`config.mk`:
```
export PLATFORM = sky130hd
export DESIGN_NAME = sys_area_handshake
export DESIGN_NICKNAME = d
export VERILOG_FILES = /design/src/verilog/sys_area_pkg.sv /design/src/verilog/sys_area_handshake.sv
export SDC_FILE = /design/constraint.sdc
export NUM_CORES = 1
export LEC_CHECK = 0
export ABC_AREA = 1
export ABC_CLOCK_PERIOD_IN_PS = 2800
export BUFFER_PORTS_ARGS = -buffer_cell sky130_fd_sc_hd__buf_2
export CORE_AREA = 2 2 100 102
export DETAILED_ROUTE_END_ITERATION = 16
export DIE_AREA = 0 0 102 104
export PLACE_DENSITY = 0.89
export SETUP_SLACK_MARGIN = 0.05
export SLEW_MARGIN = 30
export SYNTH_ARGS = -nofsm -noshare
export SYNTH_HDL_FRONTEND = slang
export SYNTH_SLANG_ARGS = --single-unit
```
`constraint.sdc`:
```
create_clock -name pclk -period 2.8 [get_ports pclk]
set_input_delay 0.42 -clock pclk [delete_from_list [all_inputs] [get_ports pclk]]
set_output_delay 0.42 -clock pclk [all_outputs]
set_load 0.01 [all_outputs]
```
`src/verilog/sys_area_pkg.sv`:
```
// constants shared by the link system-area handshake block
package sys_area_pkg;
  // bit offsets inside the 16-bit system area
  localparam int unsigned POS_WARNING = 7;
  localparam int unsigned POS_INIT_PROC = 8;
  localparam int unsigned POS_INIT_SET = 9;
  localparam int unsigned POS_ERROR = 10;
  localparam int unsigned POS_READY = 11;
  localparam int unsigned AREA_BITS = 16;
  // register byte offsets
  localparam logic [11:0] ADDR_CTRL = 12'h000;
  localparam logic [11:0] ADDR_STATUS = 12'h004;
  localparam logic [11:0] ADDR_EVENT = 12'h008;
  localparam logic [11:0] ADDR_MASK = 12'h00c;
  localparam logic [11:0] ADDR_ERR_CODE = 12'h010;
  localparam logic [11:0] ADDR_WARN_CODE = 12'h014;
  localparam logic [11:0] ADDR_START = 12'h018;
  // control register fields
  localparam int unsigned CTRL_PROC_EN = 0;
  localparam int unsigned CTRL_SET_EN = 1;
  localparam int unsigned CTRL_LINK_OK = 2;
  localparam int unsigned CTRL_SET_APPLIED = 3;
  localparam int unsigned CTRL_WORD_AREA = 4;
  // reset values
  localparam logic [4:0] CTRL_RESET = 5'h03;
  localparam logic [3:0] EVENT_RESET = 4'h0;
  localparam logic [3:0] MASK_RESET = 4'h0;
  // event bits
  localparam int unsigned EV_ERR_RESET = 0;
  localparam int unsigned EV_WARN_CLEAR = 1;
  localparam int unsigned EV_PROC_DONE = 2;
  localparam int unsigned EV_SET_REQ = 3;
  typedef enum logic [1:0] {
    st_init,
    st_run,
    st_error
  } hs_state_e;
endpackage : sys_area_pkg
```
`src/verilog/sys_area_handshake.sv`:
```
// device-side system-area handshake with apb register access
// Behaviour
// - remote ready only when exchange possible after reset
// - warning alone keeps remote ready up
// - raise processing request after reset; master completes
// - ready waits for processing exchange when enabled
// - setting request answered by setting complete
// - ready follows applied setting when enabled
// - both exchanges done before ready
// - error flag set on moderate/major error
// - reset request clears error flag and code
// - ready low from error until cleared
// - warning flag set on minor error
// - warning cleared once master removes cause
// - sixteen-bit area from start number, rest reserved
// - layout may sit in word areas instead
//
// The implementer's own choices: the APB slave port and the register addresses.
module sys_area_handshake
  import sys_area_pkg::*;
#(
  parameter int unsigned START_W = 12,
  parameter int unsigned CODE_W = 16
) (
  // apb slave
  input wire logic pclk,
  input wire logic presetn,
  input wire logic psel,
  input wire logic penable,
  input wire logic pwrite,
  input wire logic [11:0] paddr,
  input wire logic [31:0] pwdata,
  input wire logic [3:0] pstrb,
  output logic [31:0] prdata,
  output logic pready,
  output logic pslverr,
  // local error sources
  input wire logic major_err,
  input wire logic [CODE_W-1:0] major_err_code,
  input wire logic minor_err,
  input wire logic [CODE_W-1:0] minor_err_code,
  input wire logic minor_cause_gone,
  // system area as seen from the link
  input wire logic [AREA_BITS-1:0] link_output_bits,
  input wire logic [AREA_BITS-1:0] link_output_words,
  output logic [AREA_BITS-1:0] link_input_bits,
  output logic [AREA_BITS-1:0] link_input_words,
  output logic [START_W-1:0] area_start,
  // interrupt
  output logic irq
);

  hs_state_e state;
  logic [4:0] ctrl;
  logic [3:0] event_st;
  logic [3:0] mask;
  logic [CODE_W-1:0] err_code;
  logic [CODE_W-1:0] warn_code;
  logic warn_flag;
  logic err_flag;
  logic proc_req;
  logic proc_done;
  logic set_done;
  logic ready;
  logic [AREA_BITS-1:0] area_out;
  logic [AREA_BITS-1:0] area_in;
  logic master_proc_done;
  logic master_set_req;
  logic master_err_reset;
  logic err_reset_d;
  logic wr;
  logic [3:0] ev_set;
  logic exchange_done;

  // the partner's flags come from bits or words depending on placement
  assign area_out = ctrl[CTRL_WORD_AREA] ? link_output_words : link_output_bits;
  assign master_proc_done = area_out[POS_INIT_PROC];
  assign master_set_req = area_out[POS_INIT_SET];
  assign master_err_reset = area_out[POS_ERROR];

  assign wr = psel && penable && pwrite;
  assign pready = 1'b1;
  assign pslverr = 1'b0;

  // handshake state
  always_ff @(posedge pclk or negedge presetn) begin
    if (!presetn) begin
      state <= st_init;
    end else begin
      case (state)
        st_init: begin
          if (err_flag) begin
            state <= st_error;
          end else if (exchange_done) begin
            state <= st_run;
          end
        end
        st_run: begin
          if (err_flag) begin
            state <= st_error;
          end
        end
        st_error: begin
          if (!err_flag) begin
            state <= exchange_done ? st_run : st_init;
          end
        end
        default: state <= st_init;
      endcase
    end
  end

  // initial data processing request stays up until the master completes it
  always_ff @(posedge pclk or negedge presetn) begin
    if (!presetn) begin
      proc_req <= 1'b0;
      proc_done <= 1'b0;
    end else if (!ctrl[CTRL_PROC_EN]) begin
      proc_req <= 1'b0;
      proc_done <= 1'b1;
    end else if (!proc_done) begin
      proc_req <= !master_proc_done;
      proc_done <= master_proc_done;
    end else begin
      proc_req <= 1'b0;
    end
  end

  // setting complete is held once set, even after the master withdraws its request
  always_ff @(posedge pclk or negedge presetn) begin
    if (!presetn) begin
      set_done <= 1'b0;
    end else if (!ctrl[CTRL_SET_EN]) begin
      set_done <= 1'b1;
    end else if (master_set_req && ctrl[CTRL_SET_APPLIED]) begin
      set_done <= 1'b1;
    end else if (!master_set_req && set_done && proc_done) begin
      set_done <= set_done;
    end
  end

  assign exchange_done = proc_done && set_done;

  // the reset request acts on its rising edge, so a request held high clears once
  always_ff @(posedge pclk or negedge presetn) begin
    if (!presetn) begin
      err_reset_d <= 1'b0;
    end else begin
      err_reset_d <= master_err_reset;
    end
  end

  logic err_reset_req;
  assign err_reset_req = master_err_reset && !err_reset_d;

  // error flag; a new error in the reset cycle wins
  always_ff @(posedge pclk or negedge presetn) begin
    if (!presetn) begin
      err_flag <= 1'b0;
    end else if (major_err) begin
      err_flag <= 1'b1;
    end else if (err_reset_req) begin
      err_flag <= 1'b0;
    end
  end

  // stored error code follows the flag
  always_ff @(posedge pclk or negedge presetn) begin
    if (!presetn) begin
      err_code <= '0;
    end else if (major_err) begin
      err_code <= major_err_code;
    end else if (err_reset_req) begin
      err_code <= '0;
    end
  end

  // warning flag
  always_ff @(posedge pclk or negedge presetn) begin
    if (!presetn) begin
      warn_flag <= 1'b0;
    end else if (minor_err) begin
      warn_flag <= 1'b1;
    end else if (minor_cause_gone) begin
      warn_flag <= 1'b0;
    end
  end

  // stored warning code follows the flag
  always_ff @(posedge pclk or negedge presetn) begin
    if (!presetn) begin
      warn_code <= '0;
    end else if (minor_err) begin
      warn_code <= minor_err_code;
    end else if (minor_cause_gone) begin
      warn_code <= '0;
    end
  end

  // warning is not a term here, so a minor error never drops ready;
  // the raw error input drops ready in the very cycle the error flag rises
  always_ff @(posedge pclk or negedge presetn) begin
    if (!presetn) begin
      ready <= 1'b0;
    end else begin
      ready <= (state == st_run) && !err_flag && !major_err && ctrl[CTRL_LINK_OK];
    end
  end

  always_comb begin
    area_in = '0;
    area_in[POS_WARNING] = warn_flag;
    area_in[POS_INIT_PROC] = proc_req;
    area_in[POS_INIT_SET] = set_done && ctrl[CTRL_SET_EN];
    area_in[POS_ERROR] = err_flag;
    area_in[POS_READY] = ready;
  end

  assign link_input_bits = ctrl[CTRL_WORD_AREA] ? '0 : area_in;
  assign link_input_words = ctrl[CTRL_WORD_AREA] ? area_in : '0;

  // address decode, shared by the write and read paths
  logic hit_ctrl;
  logic hit_status;
  logic hit_event;
  logic hit_mask;
  logic hit_err_code;
  logic hit_warn_code;
  logic hit_start;
  logic wr_low;
  logic rd_setup;
  logic [31:0] next_rdata;

  assign hit_ctrl = (paddr == ADDR_CTRL);
  assign hit_status = (paddr == ADDR_STATUS);
  assign hit_event = (paddr == ADDR_EVENT);
  assign hit_mask = (paddr == ADDR_MASK);
  assign hit_err_code = (paddr == ADDR_ERR_CODE);
  assign hit_warn_code = (paddr == ADDR_WARN_CODE);
  assign hit_start = (paddr == ADDR_START);
  // the low byte lane alone gates a write, though the start number also takes bits 11:8 from lane 1
  assign wr_low = wr && pstrb[0];
  // read data is captured in the setup cycle and stands through the access phase
  assign rd_setup = psel && !penable && !pwrite;

  // control register
  always_ff @(posedge pclk or negedge presetn) begin
    if (!presetn) begin
      ctrl <= CTRL_RESET;
    end else if (wr_low && hit_ctrl) begin
      ctrl <= pwdata[4:0];
    end
  end

  // interrupt mask
  always_ff @(posedge pclk or negedge presetn) begin
    if (!presetn) begin
      mask <= MASK_RESET;
    end else if (wr_low && hit_mask) begin
      mask <= pwdata[3:0];
    end
  end

  // start number, readable back and driven out on area_start; the flag layout does not move with it
  always_ff @(posedge pclk or negedge presetn) begin
    if (!presetn) begin
      area_start <= '0;
    end else if (wr_low && hit_start) begin
      area_start <= pwdata[START_W-1:0];
    end
  end

  // sticky events; set beats the write-one clear
  assign ev_set[EV_ERR_RESET] = err_reset_req;
  assign ev_set[EV_WARN_CLEAR] = minor_cause_gone && warn_flag;
  assign ev_set[EV_PROC_DONE] = master_proc_done && proc_req;
  assign ev_set[EV_SET_REQ] = master_set_req && !set_done;

  always_ff @(posedge pclk or negedge presetn) begin
    if (!presetn) begin
      event_st <= EVENT_RESET;
    end else if (wr_low && hit_event) begin
      event_st <= (event_st & ~pwdata[3:0]) | ev_set;
    end else begin
      event_st <= event_st | ev_set;
    end
  end

  // registered so the pin never glitches while status and mask change together
  always_ff @(posedge pclk or negedge presetn) begin
    if (!presetn) begin
      irq <= 1'b0;
    end else begin
      irq <= |(event_st & mask);
    end
  end

  always_comb begin
    next_rdata = 32'h0;
    if (hit_ctrl) begin
      next_rdata = {27'h0, ctrl};
    end else if (hit_status) begin
      next_rdata = {14'h0, state, area_out};
    end else if (hit_event) begin
      next_rdata = {28'h0, event_st};
    end else if (hit_mask) begin
      next_rdata = {28'h0, mask};
    end else if (hit_err_code) begin
      next_rdata = {{(32-CODE_W){1'b0}}, err_code};
    end else if (hit_warn_code) begin
      next_rdata = {{(32-CODE_W){1'b0}}, warn_code};
    end else if (hit_start) begin
      next_rdata = {{(32-START_W){1'b0}}, area_start};
    end
  end

  // read data stands until the next read setup cycle
  always_ff @(posedge pclk or negedge presetn) begin
    if (!presetn) begin
      prdata <= 32'h0;
    end else if (rd_setup) begin
      prdata <= next_rdata;
    end
  end

endmodule : sys_area_handshake

```
==> flow_summary.ini, run 1 <==
[floorplan]
num_io_pins = 199
die_h_um = 104
die_area_mm2 = 0.01061
die_w_um = 102
rows = 36
start_util_pct = 48.96
core_area_mm2 = 0.009549

[global_route]
grt_pass1_wl_mm = 19.44
grt_remaining_overflow = 0
grtUsageTotal_pct = 23.37
grt_pass1_vias = 4093
grt_max_degree = 48
grt_antenna_before_repair = 1

[logic_synthesis]
synthAdderAreaFrac_pct = 0
yosysUniqueCellTypes = 34
synth-xor-area-share_pct = 0
synth-seq-cells = 85
synth_mux_area_share_pct = 4.603
synth_compound_gate_area_share_pct = 10.36
yosys.area.top_type = dfrtp_1
syn_avg_cell_area_um2 = 8.217
postSynthCellCount = 569
synth-simple-area-share_pct = 26.38
synth_top_area_share_pct = 44.42
synth.area.top_cells = dfrtp_1 (44%), nand2_1 (13%), buf_4 (6.6%), nand3_1 (4.9%), inv_1 (4.4%)
ys_seq_area_share_pct = 45.54
synth_top_family_by_area = simple AND/OR/NAND/NOR gates
yosys_warnings = 0
syn_area_mm2 = 0.004676

[job]
cap_violations = 0

[critical_path]
worstPathArrival_ns = 1.43
criticalPathCategory = reg2out
cp-start-kind = register
cp.required_ns = 2.38
critPathCaptureType = output pin
path_max_fanout = 25

[place]
gp_congestion = 0.9812
place_area_mm2 = 0.005346
pre_cts_slack_ns = 0.7747
place_hpwl_mm = 9.222
port_buffers = 137

[status]
outcome = complete, no violations

[layout]
fillers = 871
syn2layout_area_growth_pct = 18.04
nNetsFinal = 823
layout_common_cells = nand2_1 (160), buf_2 (136), dfrtp_1 (83)
diodes = 0
final_common_cell = nand2_1
final_layout_size_suffix_gt1_share_pct = 29.84
final_cell_area_mm2 = 0.005519

[clocking]
cts-htree-levels = 3
cts_sinks = 85
cts_tree = done
cts_hold_buf = 0
cts.path.max_buffers = 2
ctsResizeCount = 0
clkTransAtPathRegs_ns = 0.09
root_buffer = clkbuf_8
clock_latency_ns = 0.36
post_cts.repair.setup_buffers = 0
cts_buffers = 9

[sta]
hold_viol_final = 0
rsz0062_at_grt = false
fin_crit_ns = 1.853
setup_violations = 0
drv_slew = 0
setup_ws_ns = 0.9465
tns_ns = 0
clock_skew_ns = 0.01333
max_freq_mhz = 539.5
timing.final.crit_share_pct = 66.20

[detailed_routing]
drc = 0
firstDrtPassIters = 7
drt-vias-per-instance = 4.899
via_count = 4115
ant_nets = 0
finalWirelength_mm = 11.93
detail_route.wl_per_cell_um = 14.21
drtIter0Drc = 284

[power]
pwr_density_cell_mw_per_mm2 = 423.9
p_leak_nw = 3.112
peakVddDrop_mv = 0.2446

[min_path]
hold_path_class = in2async
layout make-up:
cell class              instances  area (um2)  area share, %
clock inverters                 6       48.80         0.8842
well taps                     133       166.4          3.015
repair buffers                140       723.2          13.10
inverters                      67       251.5          4.557
flip-flops and latches         85        2130          38.59
clock buffers                   9       123.9          2.244
multi-input cells             400        2076          37.61
critical path, cell delays in order (launching register included):
cell	delay, ns
dfrtp_1	0.40
buf_4	0.36
nand2_1	0.12
inv_1	0.07
buf_2	0.12
final timing paths:
path | startpoint | end | slack [ns] | depth (start not counted)
max reg2reg | ctrl[4] | err_code[12] | 1.06 | 6
min | presetn | area_start[2] | 0.009 | 1
max | ctrl[4] | link_input_words[7] | 0.95 | 4
min in group pclk | minor_cause_gone | warn_flag | 0.25 | 2
max in group asynchronous | presetn | ctrl[1] | 2.13 | 2
min reg2reg | prdata[2] | prdata[2] | 0.48 | 2
synth_stat cells:
cell and n:
o21bai_2 1, or2_1 2, conb_1 2, o21ai_4 1
o211ai_1 9, nor3_1 6, nand3_1 46, clkbuf_1 10
nand3_4 1, nand2_1 160, nor2_4 5, nor2_2 1
inv_2 12, nand2_4 5, buf_1 1, dfstp_2 2
nor2_1 26, o21ai_1 16, nand2_2 7, buf_4 41
o41ai_1 1, nor2_8 3, o21ai_0 30, mux2_4 7
inv_1 55, mux2i_1 11, nand4_1 2, o22ai_1 4
dfrtp_1 83, a21oi_1 6, o21ai_2 10, buf_2 1
o21a_1 1, nor3_2 1
kinds of logic after synthesis:
group,Yosys count
other,2
multiplexers,18
flip-flops,85
AO/OA/AOI/OAI,79
buffers and inverters,120
AND/OR/NAND/NOR,265
stage by stage:
step | hold slack, ns | instances | util, % | total power, mW
6_report | 0.008640 | 840 | 57.80 | 2.339
5_1_grt | 0.04340 | 840 | 57.80 | 2.438
2_1_floorplan | 0.1244 | 605 | - | 1.486
4_1_cts | 0.02910 | 840 | 57.80 | 2.343
3_5_place_dp | 0.4181 | 825 | 55.99 | 1.578
3_3_place_gp | 0.4206 | 825 | 55.99 | 1.569
flip-flops by register name, indices dropped and copies added, names as in the netlist, 2 cells and up:
register	count
prdata	18
err_code	16
warn_code	16
area_start	12
ctrl	5
event_st	4
mask	4
state	2
report_power, final:
group	switching (mW)	internal [mW]	total, mW
Combinational	0.167	0.0935	0.261
Clock	0.463	0.323	0.786
Sequential	0.0221	1.27	1.29
Total	0.653	1.69	2.34
routing by layer:
metal	vias up	GRT usage, %	wire [um]
li1	2001	-	-
met1	1874	30.06	4962
met2	208	38.35	5669
met3	30	5.309	997
met4	2	8.476	291
met5	-	0	13
No activity file was read; power rests on OpenSTA's default activity.
==> inputs of run 2 (changes only) <==
--- a/config.mk
+++ b/config.mk
@@ -6,12 +6,12 @@
 export NUM_CORES = 1
 export LEC_CHECK = 0
 export ABC_AREA = 1
-export ABC_CLOCK_PERIOD_IN_PS = 2800
+export ABC_CLOCK_PERIOD_IN_PS = 1700
 export BUFFER_PORTS_ARGS = -buffer_cell sky130_fd_sc_hd__buf_2
-export CORE_AREA = 2 2 100 102
+export CORE_AREA = 2 2 107 109
 export DETAILED_ROUTE_END_ITERATION = 16
-export DIE_AREA = 0 0 102 104
-export PLACE_DENSITY = 0.89
+export DIE_AREA = 0 0 109 111
+export PLACE_DENSITY = 0.83
 export SETUP_SLACK_MARGIN = 0.05
 export SLEW_MARGIN = 30
 export SYNTH_ARGS = -nofsm -noshare
==> constraint.sdc (replaced) <==
create_clock -name pclk -period 1.7 [get_ports pclk]
set_input_delay 0.255 -clock pclk [delete_from_list [all_inputs] [get_ports pclk]]
set_output_delay 0.255 -clock pclk [all_outputs]
set_load 0.01 [all_outputs]
==> flow_summary.ini, run 2 (synthesis results as in run 1) <==
[status]
outcome = complete, no violations

[critical_path]
worstReg2RegStart = ctrl[4]
crit_end = link_input_words[9]
startpoint = ctrl[4]
path_max_fanout = 6
worstPathArrival_ns = 1.29
critPathCaptureType = output pin
criticalPathCategory = reg2out
r2r_slack_ns = 0.17
cp-start-kind = register
worstRegToRegCells = 6
cp.required_ns = 1.44
r2r_end = err_code[2]

[layout]
nNetsFinal = 839
syn2layout_area_growth_pct = 25.18
seq_area_mm2 = 0.002131
largest_reg_flops = 18
fin_cells = 867
final_layout_size_suffix_gt1_share_pct = 31.49
reg_top3 = prdata (18), err_code (16), warn_code (16)
finalCoreUtilization_pct = 52.84
final_common_cell = nand2_1
regMostFlops = prdata
diodes = 0
fillers = 1043
layout_common_cells = nand2_1 (160), buf_2 (136), dfrtp_1 (82)
multi_input_area_mm2 = 0.002076

[detailed_routing]
detail_route.wl_per_cell_um = 13.91
firstDrtPassIters = 5
drc = 0
finalWirelength_mm = 12.06
drt-vias-per-instance = 4.715
via_count = 4088
drtIter0Drc = 277
ant_nets = 0

[global_route]
grt_pass1_wl_mm = 19.48
grtUsageTotal_pct = 20.84
grt_antenna_before_repair = 0
grt_remaining_overflow = 0
grt_pass1_vias = 3902
grt_max_degree = 36

[sta]
drv_slew = 0
clock_skew_ns = 0.004809
hold_viol_final = 0
tns_ns = 0
setup_ws_ns = 0.1546
max_freq_mhz = 647.1
setup_violations = 0
timing.final.crit_share_pct = 90.91
rsz0062_at_grt = false
fin_crit_ns = 1.545

[floorplan]
core_area_mm2 = 0.01108
die_w_um = 109
die_area_mm2 = 0.01210
rows = 39
num_io_pins = 199
start_util_pct = 42.21
die_h_um = 111

[place]
pre_cts_slack_ns = 0.06271
gp_congestion = 0.9455
port_buffers = 137
place_hpwl_mm = 9.585
dpl.cell_count = 848

[clocking]
cts_buffers = 9
cts.path.max_buffers = 2
clkTransAtPathRegs_ns = 0.06
cts_tree = done
cts_sinks = 85
root_buffer = clkbuf_16
clock_latency_ns = 0.33
cts-htree-levels = 3

[min_path]
hold_path_class = in2reg

[power]
design_power_total_mw = 4.833
pwr_density_cell_mw_per_mm2 = 825.8
peakVddDrop_mv = 0.5682
p_leak_nw = 3.282

[job]
cap_violations = 0
[run 2: changes by cell type in the layout (fill, tap and decap cells not counted)]
cell	delta
clkbuf_8	-9
clkinv_4	-2
clkinv_2	+1
clkbuf_16	+9
buf_4	+13
dfrtp_2	+1
buf_12	+2
dfrtp_1	-1
dlygate4sd3_1	+1
bufinv_16	+3
inv_6	+1
clkinvlp_4	-2
[run 2: worst max-delay path, cell delays in order, from the launching register on]
cell     delay (ns)
dfrtp_2        0.43
inv_2          0.05
buf_4          0.16
nor3_1         0.17
buf_2          0.15
[run 2: worst min path at each step]
stage                      start       endpoint  slack (ns)  cells after the start
2_1_floorplan            presetn  area_start[0]       -0.04                      0
3_3_place_gp             presetn     prdata[16]        0.24                      1
3_5_place_dp             presetn     prdata[16]        0.24                      1
4_1_cts        minor_err_code[5]   warn_code[5]        0.12                      3
5_1_grt        major_err_code[4]    err_code[4]        0.12                      3
6_report       minor_err_code[5]   warn_code[5]        0.12                      3
[run 2: report_power, final]
group	leakage, nW	switching, mW	total (mW)	internal [mW]
sequential	1.08	0.0382	2.13	2.09
combinational	2.04	0.281	0.442	0.161
clock	0.166	0.815	2.26	1.44
total	3.28	1.13	4.83	3.70
[run 2: per-layer routing]
metal | GRT usage [%] | part of all wire (%)
met5 | 0 | 0
met4 | 7.778 | 1.8
met3 | 3.116 | 5.8
met2 | 33.58 | 49
met1 | 28.25 | 44
[run 2: per-stage QoR]
| stage | cell area, um2 | hold slack (ns) |
|---|---|---|
| after floorplan | 4811 | -0.04059 |
| after global placement | 5482 | 0.2384 |
| after detailed placement | 5482 | 0.2441 |
| after CTS | 5838 | 0.1160 |
| after global routing | 5853 | 0.1186 |
| final | 5853 | 0.1227 |
[run 2: area by class of cell]
cell class              instances  area share [%]
clock inverters                 7           2.052
repair buffers                156           14.88
well taps                     143           3.057
inverters                      67           4.297
multi-input cells             400           35.46
flip-flops and latches         85           36.40
clock buffers                   9           3.848
[run 2: timing repair]
action,4_1_cts,5_1_grt
setup endpoints to repair,1,1
endpoints found under the hold margin,32,0
buffers inserted,0,2
gates resized for setup,1,0
hold buffers,1,0
pin swaps,0,0
==> inputs of run 3 (changes only) <==
--- a/config.mk
+++ b/config.mk
@@ -12,8 +12,8 @@
 export DETAILED_ROUTE_END_ITERATION = 16
 export DIE_AREA = 0 0 109 111
 export PLACE_DENSITY = 0.83
-export SETUP_SLACK_MARGIN = 0.05
-export SLEW_MARGIN = 30
+export SETUP_SLACK_MARGIN = 0.2
+export SLEW_MARGIN = 25
 export SYNTH_ARGS = -nofsm -noshare
 export SYNTH_HDL_FRONTEND = slang
 export SYNTH_SLANG_ARGS = --single-unit
==> flow_summary.ini, run 3 (synthesis results as in run 1) <==
[status]
outcome = complete, no violations

[layout]
final_cell_area_mm2 = 0.005877
nNetsFinal = 840
diodes = 0
layout_common_cells = nand2_1 (160), buf_2 (136), dfrtp_1 (82)
seq_area_mm2 = 0.002131
largest_reg_flops = 18
fillers = 1037
syn2layout_area_growth_pct = 25.69
regMostFlops = prdata
reg_top3 = prdata (18), err_code (16), warn_code (16)
final_common_cell = nand2_1
multi_input_area_mm2 = 0.002088
final_layout_size_suffix_gt1_share_pct = 32.00

[detailed_routing]
drt-vias-per-instance = 4.771
finalWirelength_mm = 12.07
via_count = 4141
ant_nets = 0
drtIter0Drc = 257
drc = 0
firstDrtPassIters = 5
detail_route.wl_per_cell_um = 13.90

[critical_path]
path_max_fanout = 10
cp-start-kind = register
critPathMaxStageDelay_ns = 0.44
critPathCaptureType = output pin
crit_chain = buf_12 -> nor3_2 -> buf_2
criticalPathCategory = reg2out
slowest_stage = dfrtp_2
cp.required_ns = 1.44
worstPathArrival_ns = 1.22

[power]
p_int_mw = 3.700
p_leak_nw = 3.295
pwr_density_cell_mw_per_mm2 = 823.2
p_seq_share_pct = 44.1
p_comb_share_pct = 9.1
power_switching_mw = 1.138
switching_share_pct = 23.52
peakVddDrop_mv = 0.5969
p_clk_share_pct = 46.8

[sta]
timing.final.crit_share_pct = 86.89
tns_ns = 0
clock_skew_ns = 0.004974
rsz0062_at_grt = true
hold_viol_final = 0
drv_slew = 0
setup_violations = 0
max_freq_mhz = 677.0
fin_crit_ns = 1.477

[clocking]
cts.path.max_buffers = 2
cts_buffers = 9
clkTransAtPathRegs_ns = 0.06
cts_tree = done
root_buffer = clkbuf_16
cts-htree-levels = 3
cts_sinks = 85
clock_latency_ns = 0.33

[place]
place_hpwl_mm = 9.585
place_area_mm2 = 0.005482
gp_congestion = 0.9455
port_buffers = 137

[floorplan]
core_area_mm2 = 0.01108
die_h_um = 111
rows = 39
num_io_pins = 199
start_util_pct = 42.21
die_w_um = 109
die_area_mm2 = 0.01210

[min_path]
hold_path_class = in2reg

[global_route]
grt_pass1_wl_mm = 19.53
grt_remaining_overflow = 0
grtUsageTotal_pct = 20.89
grt_max_degree = 36
grt_pass1_vias = 3912
grt_antenna_before_repair = 0

[job]
cap_violations = 0
run 3: cell count changes in the layout (fill, tap and decap cells not counted), sizes merged:
cell  previous run  this run
buf            155       156
run 3: critical path: cells and delay by family, from the launching register on:
family	cells	cell delay, ns
buffers and inverters	2	0.29
DFF	1	0.44
and+or+nand+nor	1	0.15
run 3: timing repair:
item	4_1_cts	5_1_grt
hold buffers	1	0
pin swaps	0	1
setup endpoints to repair	16	11
hold endpoints to repair	32	0
gates resized for setup	3	3
buffers inserted	1	2
run 3: final timing paths:
path                       slack, ns                  to  depth (start not counted)         startpoint
max in group asynchronous       0.69             ctrl[1]                          3            presetn
setup reg to reg                0.27           prdata[0]                          8            ctrl[4]
hold reg to reg                 0.46         event_st[3]                          1           set_done
min in group asynchronous       0.42               ready                          2            presetn
setup / recovery                0.22  link_input_bits[9]                          3            ctrl[4]
hold / removal                  0.12         err_code[4]                          3  major_err_code[4]
run 3: per-layer routing:
metal  up-vias  global-route usage, %  part of all wire [%]  wire, um
met1      1914                  28.29                    43      5225
li1       2048                      -                     -         -
met5         -                      0                     0         0
met4         0                  7.778                   2.3       280
met3        23                  3.116                   6.1       739
met2       156                  33.71                    48      5822
run 3: area by class of cell:
type | count | area share, %
Tap cell | 143 | 3.045
Clock inverter | 7 | 2.044
Inverter | 67 | 4.279
Timing Repair Buffer | 157 | 15.01
Multi-Input combinational cell | 400 | 35.53
Clock buffer | 9 | 3.832
Sequential cell | 85 | 36.26
run 3: stage by stage:
| step | instances | util, % | hold WS (ns) | setup WS (ns) | power, mW |
|---|---|---|---|---|---|
| after floorplan | 605 | - | -0.04059 | 0.2127 | 2.448 |
| after global placement | 848 | 49.49 | 0.2384 | 0.09433 | 2.598 |
| after detailed placement | 848 | 49.49 | 0.2441 | 0.06271 | 2.612 |
| after CTS | 866 | 52.86 | 0.1160 | 0.1967 | 4.851 |
| after global routing | 868 | 53.06 | 0.1186 | 0.1595 | 5.007 |
| final | 868 | 53.06 | 0.1212 | 0.2229 | 4.838 |
run 3: power groups by stage:
| stage | Sequential (mW) | Clock, mW | Combinational, mW |
|---|---|---|---|
| finish | 2.13 | 2.26 | 0.442 |
| global route | 2.14 | 2.36 | 0.504 |
| floorplan | 2.16 | 0 | 0.290 |
| CTS | 2.13 | 2.27 | 0.446 |
| global placement | 2.16 | 0 | 0.433 |
| detailed placement | 2.17 | 0 | 0.442 |
